`src/pcgs_pkg.sv`:
```
// Shared constants, types and helpers for the peripheral clock gating block
package pcgs_pkg;

  // Register byte offsets in the system control space
  localparam logic [11:0] PCGS_OFF_RUN_CFG    = 12'h060;
  localparam logic [11:0] PCGS_OFF_RUN_GATE   = 12'h108;
  localparam logic [11:0] PCGS_OFF_SLEEP_GATE = 12'h118;
  localparam logic [11:0] PCGS_OFF_DEEP_GATE  = 12'h128;
  localparam logic [11:0] PCGS_OFF_IRQ_STAT   = 12'h200;
  localparam logic [11:0] PCGS_OFF_IRQ_MASK   = 12'h204;
  localparam logic [11:0] PCGS_OFF_FAULT_INFO = 12'h208;
  localparam logic [11:0] PCGS_OFF_ACTIVE     = 12'h20c;

  // Gating register layout: ports A..E at bits 0..4, DMA at bit 13
  localparam int          PCGS_NUM_UNITS  = 6;
  localparam int          PCGS_PORT_LSB   = 0;
  localparam int          PCGS_NUM_PORTS  = 5;
  localparam int          PCGS_DMA_BIT    = 13;
  localparam int          PCGS_DMA_UNIT   = 5;
  localparam logic [31:0] PCGS_GATE_WMASK = 32'h0000201f;
  localparam logic [31:0] PCGS_GATE_RESET = 32'h00000000;

  // Run clock configuration: automatic gating enable
  localparam int          PCGS_ACG_BIT    = 27;
  localparam logic [31:0] PCGS_CFG_WMASK  = 32'h08000000;
  localparam logic [31:0] PCGS_CFG_RESET  = 32'h00000000;

  // Interrupt status bits
  localparam int          PCGS_EV_FAULT   = 0;
  localparam int          PCGS_EV_MODE    = 1;
  localparam int          PCGS_NUM_EV     = 2;
  localparam logic [1:0]  PCGS_EV_RESET   = 2'h0;

  // Saturating fault counter width and reset
  localparam logic [7:0]  PCGS_CNT_RESET  = 8'h00;
  localparam logic [7:0]  PCGS_CNT_MAX    = 8'hff;

  // Power mode of the processor
  typedef enum logic [1:0] {PCGS_RUN, PCGS_SLEEP, PCGS_DEEP} pcgs_mode_t;

  // Bus slave answer state
  typedef enum logic {PCGS_IDLE, PCGS_ANSWER} pcgs_bus_st_t;

  // Access request from the peripheral bus towards a gated unit
  typedef struct packed {
    logic       valid;
    logic       write;
    logic [2:0] unit;
  } pcgs_req_t;

  // Packs a 32-bit gating register into the compact enable vector
  function automatic logic [5:0] pcgs_pack(input logic [31:0] r);
    pcgs_pack = {r[PCGS_DMA_BIT], r[PCGS_PORT_LSB +: PCGS_NUM_PORTS]};
  endfunction : pcgs_pack

endpackage : pcgs_pkg

```
`src/pcgs_sync2.sv`:
```
// Two flip-flop synchroniser for a vector of asynchronous levels
`timescale 1ns/10ps
module pcgs_sync2 #(
  parameter int W = 2
) (
  // Clock and reset
  input  wire logic         clk_sys,
  input  wire logic         resetn,
  // Levels
  input  wire logic [W-1:0] async_in,
  output logic      [W-1:0] sync_out
);

  logic [W-1:0] meta_reg;
  logic [W-1:0] sync_reg;

  // First stage feeds only the second stage
  genvar g;
  generate
    for (g = 0; g < W; g++) begin : g_bit
      always_ff @(posedge clk_sys or negedge resetn) begin
        if (!resetn) begin
          meta_reg[g] <= 1'b0;
          sync_reg[g] <= 1'b0;
        end else begin
          meta_reg[g] <= async_in[g];
          sync_reg[g] <= meta_reg[g];
        end
      end
    end
  endgenerate

  assign sync_out = sync_reg;

endmodule : pcgs_sync2

```
`src/pcgs_mode_mux.sv`:
```
// Selects the gating register that matches the current power mode
`timescale 1ns/10ps
module pcgs_mode_mux
  import pcgs_pkg::*;
(
  // Gating registers
  input  wire logic [31:0] run_gate,
  input  wire logic [31:0] sleep_gate,
  input  wire logic [31:0] deep_gate,
  // Mode inputs
  input  wire logic        acg_en,
  input  wire logic        sleep_now,
  input  wire logic        deep_now,
  // Result
  output pcgs_mode_t       mode,
  output logic      [5:0]  active_en
);

  // Deep sleep outranks sleep; without automatic gating run always applies
  always_comb begin
    if (deep_now) begin
      mode = PCGS_DEEP;
    end else if (sleep_now) begin
      mode = PCGS_SLEEP;
    end else begin
      mode = PCGS_RUN;
    end
    case (acg_en ? mode : PCGS_RUN)
      PCGS_SLEEP: active_en = pcgs_pack(sleep_gate);
      PCGS_DEEP:  active_en = pcgs_pack(deep_gate);
      default:    active_en = pcgs_pack(run_gate);
    endcase
  end

endmodule : pcgs_mode_mux

```
`src/pcgs_clock_gate.sv`:
```
// Clock gating controller for GPIO ports A..E and the DMA unit
//
// Chosen here: the APB interface to the registers.
`timescale 1ns/10ps

// Functional notes
// - Set bit clocks unit, clear bit stops it
// - Access to unclocked unit returns bus fault
// - All gating bits reset to zero
// - Run, sleep, deep register follow power mode
// - Sleep registers used only with automatic gating
// - Bits 0 to 4 enable ports A..E
// - Bit 13 enables the DMA unit
// - Reserved bits read zero, writes ignored
// - Deep sleep register at 0x128, same layout
module pcgs_clock_gate
  import pcgs_pkg::*;
(
  // Clock and reset
  input  wire logic        clk_sys,
  input  wire logic        resetn,
  // APB slave
  input  wire logic [11:0] paddr,
  input  wire logic        psel,
  input  wire logic        penable,
  input  wire logic        pwrite,
  input  wire logic [31:0] pwdata,
  output logic             pready,
  output logic      [31:0] prdata,
  output logic             pslverr,
  // Power mode from the processor (asynchronous levels)
  input  wire logic        sleep_mode_in,
  input  wire logic        deep_sleep_mode_in,
  // Peripheral access check
  input  pcgs_req_t        periph_req,
  output logic             periph_fault,
  // Unit clock enables: bit 0..4 ports A..E, bit 5 DMA
  output logic      [5:0]  unit_clk_en,
  // Interrupt
  output logic             irq
);

  // Register file
  logic [31:0]        run_cfg_reg;
  logic [31:0]        run_cfg_next;
  logic [31:0]        run_gate_reg;
  logic [31:0]        run_gate_next;
  logic [31:0]        sleep_gate_reg;
  logic [31:0]        sleep_gate_next;
  logic [31:0]        deep_gate_reg;
  logic [31:0]        deep_gate_next;
  logic [1:0]         irq_stat_reg;
  logic [1:0]         irq_stat_next;
  logic [1:0]         irq_mask_reg;
  logic [1:0]         irq_mask_next;

  // Bus slave state
  pcgs_bus_st_t       bus_st_reg;
  pcgs_bus_st_t       bus_st_next;
  logic               pready_reg;
  logic               pready_next;
  logic [31:0]        prdata_reg;
  logic [31:0]        prdata_next;
  logic               pslverr_reg;
  logic               pslverr_next;

  // Enables, mode tracking and fault logging
  logic [5:0]         en_reg;
  logic [5:0]         en_next;
  pcgs_mode_t         mode_reg;
  pcgs_mode_t         mode_next;
  logic               fault_reg;
  logic               fault_next;
  logic [2:0]         fault_unit_reg;
  logic [2:0]         fault_unit_next;
  logic               fault_wr_reg;
  logic               fault_wr_next;
  logic [7:0]         fault_cnt_reg;
  logic [7:0]         fault_cnt_next;
  logic               irq_reg;
  logic               irq_next;

  // Decoded helpers
  logic [1:0]         mode_sync;
  logic [5:0]         active_en;
  pcgs_mode_t         mode_now;
  logic               setup_phase;
  logic               wr_commit;
  logic               ev_fault;
  logic               ev_mode;
  logic [1:0]         ev_set;
  logic [1:0]         ev_clr;
  logic [15:0]        fault_info;
  logic [7:0]         active_view;

  // True when the address hits one of the mapped words
  function automatic logic pcgs_mapped(input logic [11:0] a);
    case (a)
      PCGS_OFF_RUN_CFG, PCGS_OFF_RUN_GATE, PCGS_OFF_SLEEP_GATE,
      PCGS_OFF_DEEP_GATE, PCGS_OFF_IRQ_STAT, PCGS_OFF_IRQ_MASK,
      PCGS_OFF_FAULT_INFO, PCGS_OFF_ACTIVE: pcgs_mapped = 1'b1;
      default:                              pcgs_mapped = 1'b0;
    endcase
  endfunction : pcgs_mapped

  // Read mux; unwritable bits are never stored so they read zero
  function automatic logic [31:0] pcgs_read(input logic [11:0] a,
                                            input logic [31:0] cfg,
                                            input logic [31:0] rg,
                                            input logic [31:0] sg,
                                            input logic [31:0] dg,
                                            input logic [1:0]  st,
                                            input logic [1:0]  mk,
                                            input logic [15:0] fi,
                                            input logic [7:0]  act);
    case (a)
      PCGS_OFF_RUN_CFG:    pcgs_read = cfg;
      PCGS_OFF_RUN_GATE:   pcgs_read = rg;
      PCGS_OFF_SLEEP_GATE: pcgs_read = sg;
      PCGS_OFF_DEEP_GATE:  pcgs_read = dg;
      PCGS_OFF_IRQ_STAT:   pcgs_read = {30'h0, st};
      PCGS_OFF_IRQ_MASK:   pcgs_read = {30'h0, mk};
      PCGS_OFF_FAULT_INFO: pcgs_read = {16'h0, fi};
      PCGS_OFF_ACTIVE:     pcgs_read = {24'h0, act};
      default:             pcgs_read = 32'h00000000;
    endcase
  endfunction : pcgs_read

  // Mode levels come from the processor core outside this clock domain;
  // nothing reads them before the second synchroniser flop
  pcgs_sync2 #(
    .W        (2)
  ) u_sync (
    .clk_sys  (clk_sys),
    .resetn   (resetn),
    .async_in ({deep_sleep_mode_in, sleep_mode_in}),
    .sync_out (mode_sync)
  );

  // Register selection by power mode
  // The mux is pure logic; the enable flops behind it remove its glitches
  pcgs_mode_mux u_mux (
    .run_gate   (run_gate_reg),
    .sleep_gate (sleep_gate_reg),
    .deep_gate  (deep_gate_reg),
    .acg_en     (run_cfg_reg[PCGS_ACG_BIT]),
    .sleep_now  (mode_sync[0]),
    .deep_now   (mode_sync[1]),
    .mode       (mode_now),
    .active_en  (active_en)
  );

  // Bus phase decode
  assign setup_phase = psel && !penable;
  assign wr_commit   = (bus_st_reg == PCGS_ANSWER) && psel && penable
                       && pwrite && pready_reg;

  // Read-only views packed once so the read mux stays a plain table
  assign fault_info  = {fault_cnt_reg, 3'h0, fault_wr_reg, 1'b0,
                        fault_unit_reg};
  // Ports D and E are left out of this view; unit_clk_en shows all six
  assign active_view = {1'b0, mode_reg[1:0], 1'b0, en_reg[5], en_reg[2:0]};

  // Bus slave: answer is prepared in setup, shown in the access cycle.
  // Zero wait states keep register access cheap; the price is that the
  // whole read mux sits in front of the prdata flop in the setup cycle.
  always_comb begin
    bus_st_next  = bus_st_reg;
    pready_next  = 1'b0;
    prdata_next  = 32'h00000000;
    pslverr_next = 1'b0;
    case (bus_st_reg)
      PCGS_IDLE: begin
        if (setup_phase) begin
          bus_st_next  = PCGS_ANSWER;
          pready_next  = 1'b1;
          pslverr_next = !pcgs_mapped(paddr);
          if (!pwrite) begin
            prdata_next = pcgs_read(paddr, run_cfg_reg, run_gate_reg,
                                    sleep_gate_reg, deep_gate_reg,
                                    irq_stat_reg, irq_mask_reg,
                                    fault_info, active_view);
          end
        end
      end
      PCGS_ANSWER: begin
        // Access cycle completes on this edge, pready drops after it
        bus_st_next = PCGS_IDLE;
      end
      default: begin
        bus_st_next = PCGS_IDLE;
      end
    endcase
  end

  // Bus answer registers
  always_ff @(posedge clk_sys or negedge resetn) begin
    if (!resetn) begin
      bus_st_reg  <= PCGS_IDLE;
      pready_reg  <= 1'b0;
      prdata_reg  <= 32'h00000000;
      pslverr_reg <= 1'b0;
    end else begin
      bus_st_reg  <= bus_st_next;
      pready_reg  <= pready_next;
      prdata_reg  <= prdata_next;
      pslverr_reg <= pslverr_next;
    end
  end

  // Register writes take effect on the completing access edge only
  // Reserved gating bits are masked on the way in and never stored
  always_comb begin
    run_cfg_next    = run_cfg_reg;
    run_gate_next   = run_gate_reg;
    sleep_gate_next = sleep_gate_reg;
    deep_gate_next  = deep_gate_reg;
    irq_mask_next   = irq_mask_reg;
    ev_clr          = 2'h0;
    if (wr_commit) begin
      case (paddr)
        PCGS_OFF_RUN_CFG:    run_cfg_next    = pwdata & PCGS_CFG_WMASK;
        PCGS_OFF_RUN_GATE:   run_gate_next   = pwdata & PCGS_GATE_WMASK;
        PCGS_OFF_SLEEP_GATE: sleep_gate_next = pwdata & PCGS_GATE_WMASK;
        PCGS_OFF_DEEP_GATE:  deep_gate_next  = pwdata & PCGS_GATE_WMASK;
        PCGS_OFF_IRQ_MASK:   irq_mask_next   = pwdata[1:0];
        PCGS_OFF_IRQ_STAT:   ev_clr          = pwdata[1:0];
        default: begin
          run_cfg_next = run_cfg_reg;
        end
      endcase
    end
  end

  // All gating bits start cleared so every unit is unclocked
  always_ff @(posedge clk_sys or negedge resetn) begin
    if (!resetn) begin
      run_cfg_reg    <= PCGS_CFG_RESET;
      run_gate_reg   <= PCGS_GATE_RESET;
      sleep_gate_reg <= PCGS_GATE_RESET;
      deep_gate_reg  <= PCGS_GATE_RESET;
      irq_mask_reg   <= PCGS_EV_RESET;
    end else begin
      run_cfg_reg    <= run_cfg_next;
      run_gate_reg   <= run_gate_next;
      sleep_gate_reg <= sleep_gate_next;
      deep_gate_reg  <= deep_gate_next;
      irq_mask_reg   <= irq_mask_next;
    end
  end

  // Enables are retimed so a mode or register change switches cleanly
  // at a clock edge; the downstream gate cell latches on the low phase
  always_comb begin
    en_next   = active_en;
    mode_next = mode_now;
  end

  // Enable and mode registers
  always_ff @(posedge clk_sys or negedge resetn) begin
    if (!resetn) begin
      en_reg   <= 6'h00;
      mode_reg <= PCGS_RUN;
    end else begin
      en_reg   <= en_next;
      mode_reg <= mode_next;
    end
  end

  // Gated access check against the enables that the units see now;
  // the unit index is not trusted to be 0..5, higher codes always fault.
  // The count saturates rather than wraps so a flood stays visible.
  always_comb begin
    ev_fault        = 1'b0;
    fault_unit_next = fault_unit_reg;
    fault_wr_next   = fault_wr_reg;
    fault_cnt_next  = fault_cnt_reg;
    if (periph_req.valid) begin
      if (periph_req.unit > 3'(PCGS_DMA_UNIT)) begin
        ev_fault = 1'b1;
      end else begin
        ev_fault = !en_reg[periph_req.unit];
      end
    end
    fault_next = ev_fault;
    if (ev_fault) begin
      fault_unit_next = periph_req.unit;
      fault_wr_next   = periph_req.write;
      if (fault_cnt_reg != PCGS_CNT_MAX) begin
        fault_cnt_next = fault_cnt_reg + 8'h01;
      end
    end
  end

  // Fault pulse and fault log registers
  always_ff @(posedge clk_sys or negedge resetn) begin
    if (!resetn) begin
      fault_reg      <= 1'b0;
      fault_unit_reg <= 3'h0;
      fault_wr_reg   <= 1'b0;
      fault_cnt_reg  <= PCGS_CNT_RESET;
    end else begin
      fault_reg      <= fault_next;
      fault_unit_reg <= fault_unit_next;
      fault_wr_reg   <= fault_wr_next;
      fault_cnt_reg  <= fault_cnt_next;
    end
  end

  // Sticky events; a new event outweighs a write-one clear in one cycle.
  // Mode events are raised even with automatic gating off, so software
  // still sees every power transition of the processor.
  assign ev_mode = (mode_now != mode_reg);

  always_comb begin
    ev_set                = 2'h0;
    ev_set[PCGS_EV_FAULT] = ev_fault;
    ev_set[PCGS_EV_MODE]  = ev_mode;
    irq_stat_next         = (irq_stat_reg & ~ev_clr) | ev_set;
    irq_next              = |(irq_stat_next & irq_mask_reg);
  end

  // Status and interrupt line registers
  always_ff @(posedge clk_sys or negedge resetn) begin
    if (!resetn) begin
      irq_stat_reg <= PCGS_EV_RESET;
      irq_reg      <= 1'b0;
    end else begin
      irq_stat_reg <= irq_stat_next;
      irq_reg      <= irq_next;
    end
  end

  // All outputs come straight from flip-flops,
  // so nothing downstream sees a combinational glitch
  assign pready       = pready_reg;
  assign prdata       = prdata_reg;
  assign pslverr      = pslverr_reg;
  assign periph_fault = fault_reg;
  assign unit_clk_en  = en_reg;
  assign irq          = irq_reg;

endmodule : pcgs_clock_gate

```
`config.mk`:
```
export PLATFORM = sky130hd
export DESIGN_NAME = pcgs_clock_gate
export DESIGN_NICKNAME = d
export VERILOG_FILES = /design/src/pcgs_pkg.sv /design/src/pcgs_sync2.sv /design/src/pcgs_mode_mux.sv /design/src/pcgs_clock_gate.sv
export SDC_FILE = /design/constraint.sdc
export NUM_CORES = 1
export LEC_CHECK = 0
export BUFFER_PORTS_ARGS = -buffer_cell sky130_fd_sc_hd__buf_2
export CORE_ASPECT_RATIO = 1.5
export CORE_MARGIN = 3
export CORE_UTILIZATION = 30
export CTS_CLUSTER_SIZE = 30
export DETAILED_ROUTE_END_ITERATION = 6
export GPL_ROUTABILITY_DRIVEN = 0
export HOLD_SLACK_MARGIN = 0.08
export PLACE_DENSITY_LB_ADDON = 0.3
export SLEW_MARGIN = 0
export SYNTH_ARGS = -nofsm -noshare
export SYNTH_HDL_FRONTEND = slang
export SYNTH_HIERARCHICAL = 1
export SYNTH_SLANG_ARGS = --single-unit
```
`constraint.sdc`:
```
create_clock -name clk_sys -period 1.9 [get_ports clk_sys]
set_clock_uncertainty 0.15 [all_clocks]
set_input_delay 0.095 -clock clk_sys [delete_from_list [all_inputs] [get_ports clk_sys]]
set_output_delay 0.095 -clock clk_sys [all_outputs]
set_load 0.01 [all_outputs]
```
# Yosys cells after proc, flatten, opt, wreduce, memory -nomap -nowiden
# Index checks and enable logic that the tools add are counted.
# classes
reduce_logical	16
n_mux	22
n_bitwise	5
magnitude_cmp	2
addsub	1
eq_ne	12
# op_table
operator	n
28-bit case mux with 8 select lines	1
28-bit two-way mux	2
12-bit by 10-bit equality test with 1-bit output, second input constant	4
12-bit by 9-bit equality test with 1-bit output, second input constant	3
32-bit two-way mux	1
12-bit by 7-bit equality test with 1-bit output, second input constant	1
6-bit case mux with 2 select lines	1
2-bit AND reduction	6
1-bit two-way mux	11
8-bit by 1-bit adder with 8-bit output, second input constant	1
2-bit two-way mux	4
8-bit != test, second input constant	1
8-bit OR reduction	1
1-bit logical AND	5
2-bit bitwise AND	2
3-bit by 4-bit < comparator with 1-bit output, second input constant	1
1-bit binary-select mux with 3-bit select	1
3-bit > comparator, second input constant	1
1-bit logical NOT	3
2-bit by 1-bit equality test with 1-bit output, second input constant	1
2-bit equality test, second input constant	1
2-bit != test	1
2-bit inverter	1
2-bit OR	1
3 further kinds	3
# totals
output_inout_bits	42
in_bits	56
regBits	84
wordCells	79

# Depth between registers and ports, before layout
# depth
depth_word	10
depth_mapped	6
depth_no_buf	5

# Hierarchy
# Netlist, hierarchy kept.
# by_module_without_submodules
mod	n_inst	cells_each	seq_area_each_um2	area_per_inst_um2
pcgs_clock_gate	1	247	1576.5	3005.4
pcgs_mode_mux	1	27	0.0	163.9
pcgs_sync2	1	4	100.1	100.1

# Worst setup path before layout
# Ideal clock, no wire load.
# synth_timing
kind	register -> register
start	register en_reg[2] (netlist: unit_clk_en[2])
end	register fault_cnt_reg[1]
stages_incl_launch_ff	6
setup_time_ns	0.128
setup_slack_ns	-0.181
arrival_time_ns	1.803
required_ns	1.622
n_path_buf	1
synth_period_minus_slack_ns	2.081
path_cell_list	dfrtp_1 > mux4_2 > a221o_1 > buf_6 > nor2_2 > mux2_1
# synth_via
elab_chain_cells	6
# synth_rtl
element	line_no	rtl
start, declared	pcgs_clock_gate.sv:68	logic [5:0] en_reg;
start signal, assigned	pcgs_clock_gate.sv:265	en_reg <= en_next;
1-bit binary-select mux with 3-bit select	pcgs_clock_gate.sv:282	ev_fault = !en_reg[periph_req.unit];
1-bit two-way mux (implied by the code)	pcgs_clock_gate.sv:282	
1-bit logical NOT	pcgs_clock_gate.sv:282	
1-bit two-way mux	pcgs_clock_gate.sv:279	if (periph_req.unit > 3'(PCGS_DMA_UNIT)) begin
1-bit two-way mux	pcgs_clock_gate.sv:278	if (periph_req.valid) begin
2-bit AND reduction (no source line)	--	
end signal, assigned	pcgs_clock_gate.sv:306	fault_cnt_reg <= fault_cnt_next;
end, declared	pcgs_clock_gate.sv:78	logic [7:0] fault_cnt_reg;
# Every way passes these cells. The select of a mux whose other input is x is not followed.
# A chain may end at the register's enable or synchronous reset.

# Worst setup path after layout
# Same ends and word-level chain as after synthesis.

==> results.md <==
- Run status: complete, but fails checks
- Failing checks: setup timing
- Sequential area share after synthesis: 0.513
- P&R area growth vs syn: 39.2%
- Clk slew on worst S/H paths: 50 ps
- Crit-path max FO: 7
- CTS buffer count: 9
- Yosys cell types: 58
- Post-route ant nets: 0
- Layout Nets: 450
- Worst slew pin tran: 727 ps
- Commonest non-fill, non-tap cells in the layout: 67 x dfrtp_1, 54 x buf_2, 28 x buf_4
- CTS tree: yes
- Pin count of the biggest net entering global routing: 47
- Endpoint class of the critical path: flip-flop
- Number of flip-flops in the largest register: 16
- DP HPWL: 6200 um
- Worst path required time: 1970 ps
- Max-cap viol count: 0
- PD cells: 869 nW/um^2
- Dominant cells by area after synthesis: dfrtp_1 51%, mux2_1 7.6%, buf_4 4.4%
- Class of the most critical setup path: reg -> reg
- Slew Viols, Final: 0
- Pre-CTS WS: -176 ps
- EDFF count, synth: 0
- Synth Flop Type: dfrtp_1
- Post-placement cell count: 500
- Die Y: 134 um
- Most common cell after layout, fill and taps aside: dfrtp_1
- Setup_tns: -698 ps
- Setup ws final: -135 ps
- Synthesis-stage register bit count: 67
- Min cycle time layout: 2030 ps
- Slew Limit Headroom: 0.513
- Mapped Area: 3270 um^2
- Pwr Total: 3.95 mW
- Global Route Usage Sum: 0.138
- DR iter-0 viols: 43
- Vias: 2546
- Met1 Usage GRT: 0.138
- Global-route wire length before repair: 13000 um
- Layout cell share with drive strength beyond 1: 0.346
- CTS Root Cell: clkbuf_16
- Finished Layout Cells: 540
- # port buffers: 56
- Crit-path max cell delay: 470 ps
- CORE AREA: 10600 um^2
- GR Util met2: 0.265
- Cell Chain, Critical Path: mux4_2 > a221o_2 > nor2_4 > mux2_4
- Area share of the largest cell type after synthesis: 0.513
- Async set-reset flop share out of synthesis: 1.00
- Leakage power: 2.13 nW
- CP max stage cell: mux4_2
- Clock Latency Late Sink: 340 ps
- Horiz. Die Dim: 91.2 um
- Endpoints failing hold: 0
- Core Rows: 46
- H-tree depth: 3
- Max Freq: 491 MHz
- Max VDD drop: 375 uV
- DRC Markers: 0
- Die area: 12200 um^2
- Design Area, Final: 4550 um^2
- Fillers: 1057
- Initial antenna violation count: 0
- Startpoint types: flip-flop
- Total gr overflow: 0
- Cell family with most CP delay: multiplexers
- Period utilisation layout: 1.07
- N_diodes: 0
- Via density per instance: 4.71
- Syn Area/Cell: 11.8 um^2
- CTS max path bufs: 2
- RSZ-0062 raised after global routing: yes
- Yosys top cell by area: dfrtp_1
- Worst EP arrival: 2110 ps
- Met3 GRT Util: 0.0230
- Area post-placement: 3900 um^2
- Worst hold path type: in -> reg
- Vias in the first global route: 2618
- Io pins: 98
- WHS: 97.8 ps
- Most used routing layer: met2
- Drt total wl: 8270 um
- End-of-flow core utilization: 0.430
- Clk sinks: 67
- DR WL/cell: 15.3 um
- DRT Pass-1 Iters: 4
- Post-synthesis instance total: 278
- Final setup vio count: 12
- CP Buf/Inv Count: 0
- Initial Util: 0.309
- Ys Warns: 6
-- power by group --
| part | switching, mW | leakage [nW] | total [mW] | internal (mW) |
|---|---|---|---|---|
| clock network | 0.609 | 0.147 | 1.75 | 1.14 |
| logic | 0.288 | 1.10 | 0.574 | 0.287 |
| registers | 0.0948 | 0.883 | 1.63 | 1.54 |
-- final timing paths --
kind | start | end | slack [ps] | cells past startpoint
min in group asynchronous | resetn | prdata[27] | 120 | 2
worst max register to register | unit_clk_en[2] | fault_cnt_reg[1] | -130 | 4
max in group asynchronous | resetn | unit_clk_en[3] | 870 | 3
worst min-delay path | paddr[10] | prdata[27] | 100 | 5
worst max-delay path | unit_clk_en[2] | fault_cnt_reg[1] | -130 | 4
worst min register to register | u_sync/meta_reg[0] | u_sync/sync_out[0] | 200 | 0
-- synthesized netlist by cell type, types with 5 or more instances --
cell type	instances
a21oi_1	9
a22oi_1	7
and2_1	10
buf_4	19
dfrtp_1	67
inv_1	5
mux2_1	22
mux2i_1	6
nand2_1	26
nand3_1	7
nand4_1	6
nor2_1	5
o21ai_1	7
xor2_1	6
-- repair_timing --
item	4_1_cts	5_1_grt
hold buffers	23	0
setup buffers	1	0
resized for setup	7	12
cloned	0	1
setup endpoints to repair	22	42
pin swaps	13	7
hold endpoints to repair	102	0
-- final cells by class --
type                       instances  area [um^2]  share of cell area
clock buffer                       9          225              0.0495
clock inverter                     7         92.6              0.0204
inverter                           7         26.3             0.00578
multi-input combinational        194         1540               0.338
sequential                        67         1680               0.369
tap                              144          180              0.0396
timing repair buffer             112          812               0.178
-- metal layers --
layer / up-vias / wire length, um
met5: - / 0
met4: 0 / 216
met3: 14 / 235
met2: 50 / 4850
met1: 1266 / 2970
li1: 1216 / -
-- cells by family after synthesis --
kind of cell / count (synthesis) / share of synthesized area
flip-flops: 67 / 0.513
AO/OA/AOI/OAI: 45 / 0.0961
AND/OR/NAND/NOR: 89 / 0.176
XOR/XNOR: 8 / 0.0214
other: 1 / 0.00115
buffers and inverters: 33 / 0.0631
multiplexers: 32 / 0.118
adder cells (fa/ha/maj): 3 / 0.0115
-- tightest hold or removal path: stages --
cell     delay [ps]
buf_2            90
or4_4           160
nor4_1           70
nand3_1          80
a21oi_1          40
(Power assumes the default switching activity.)
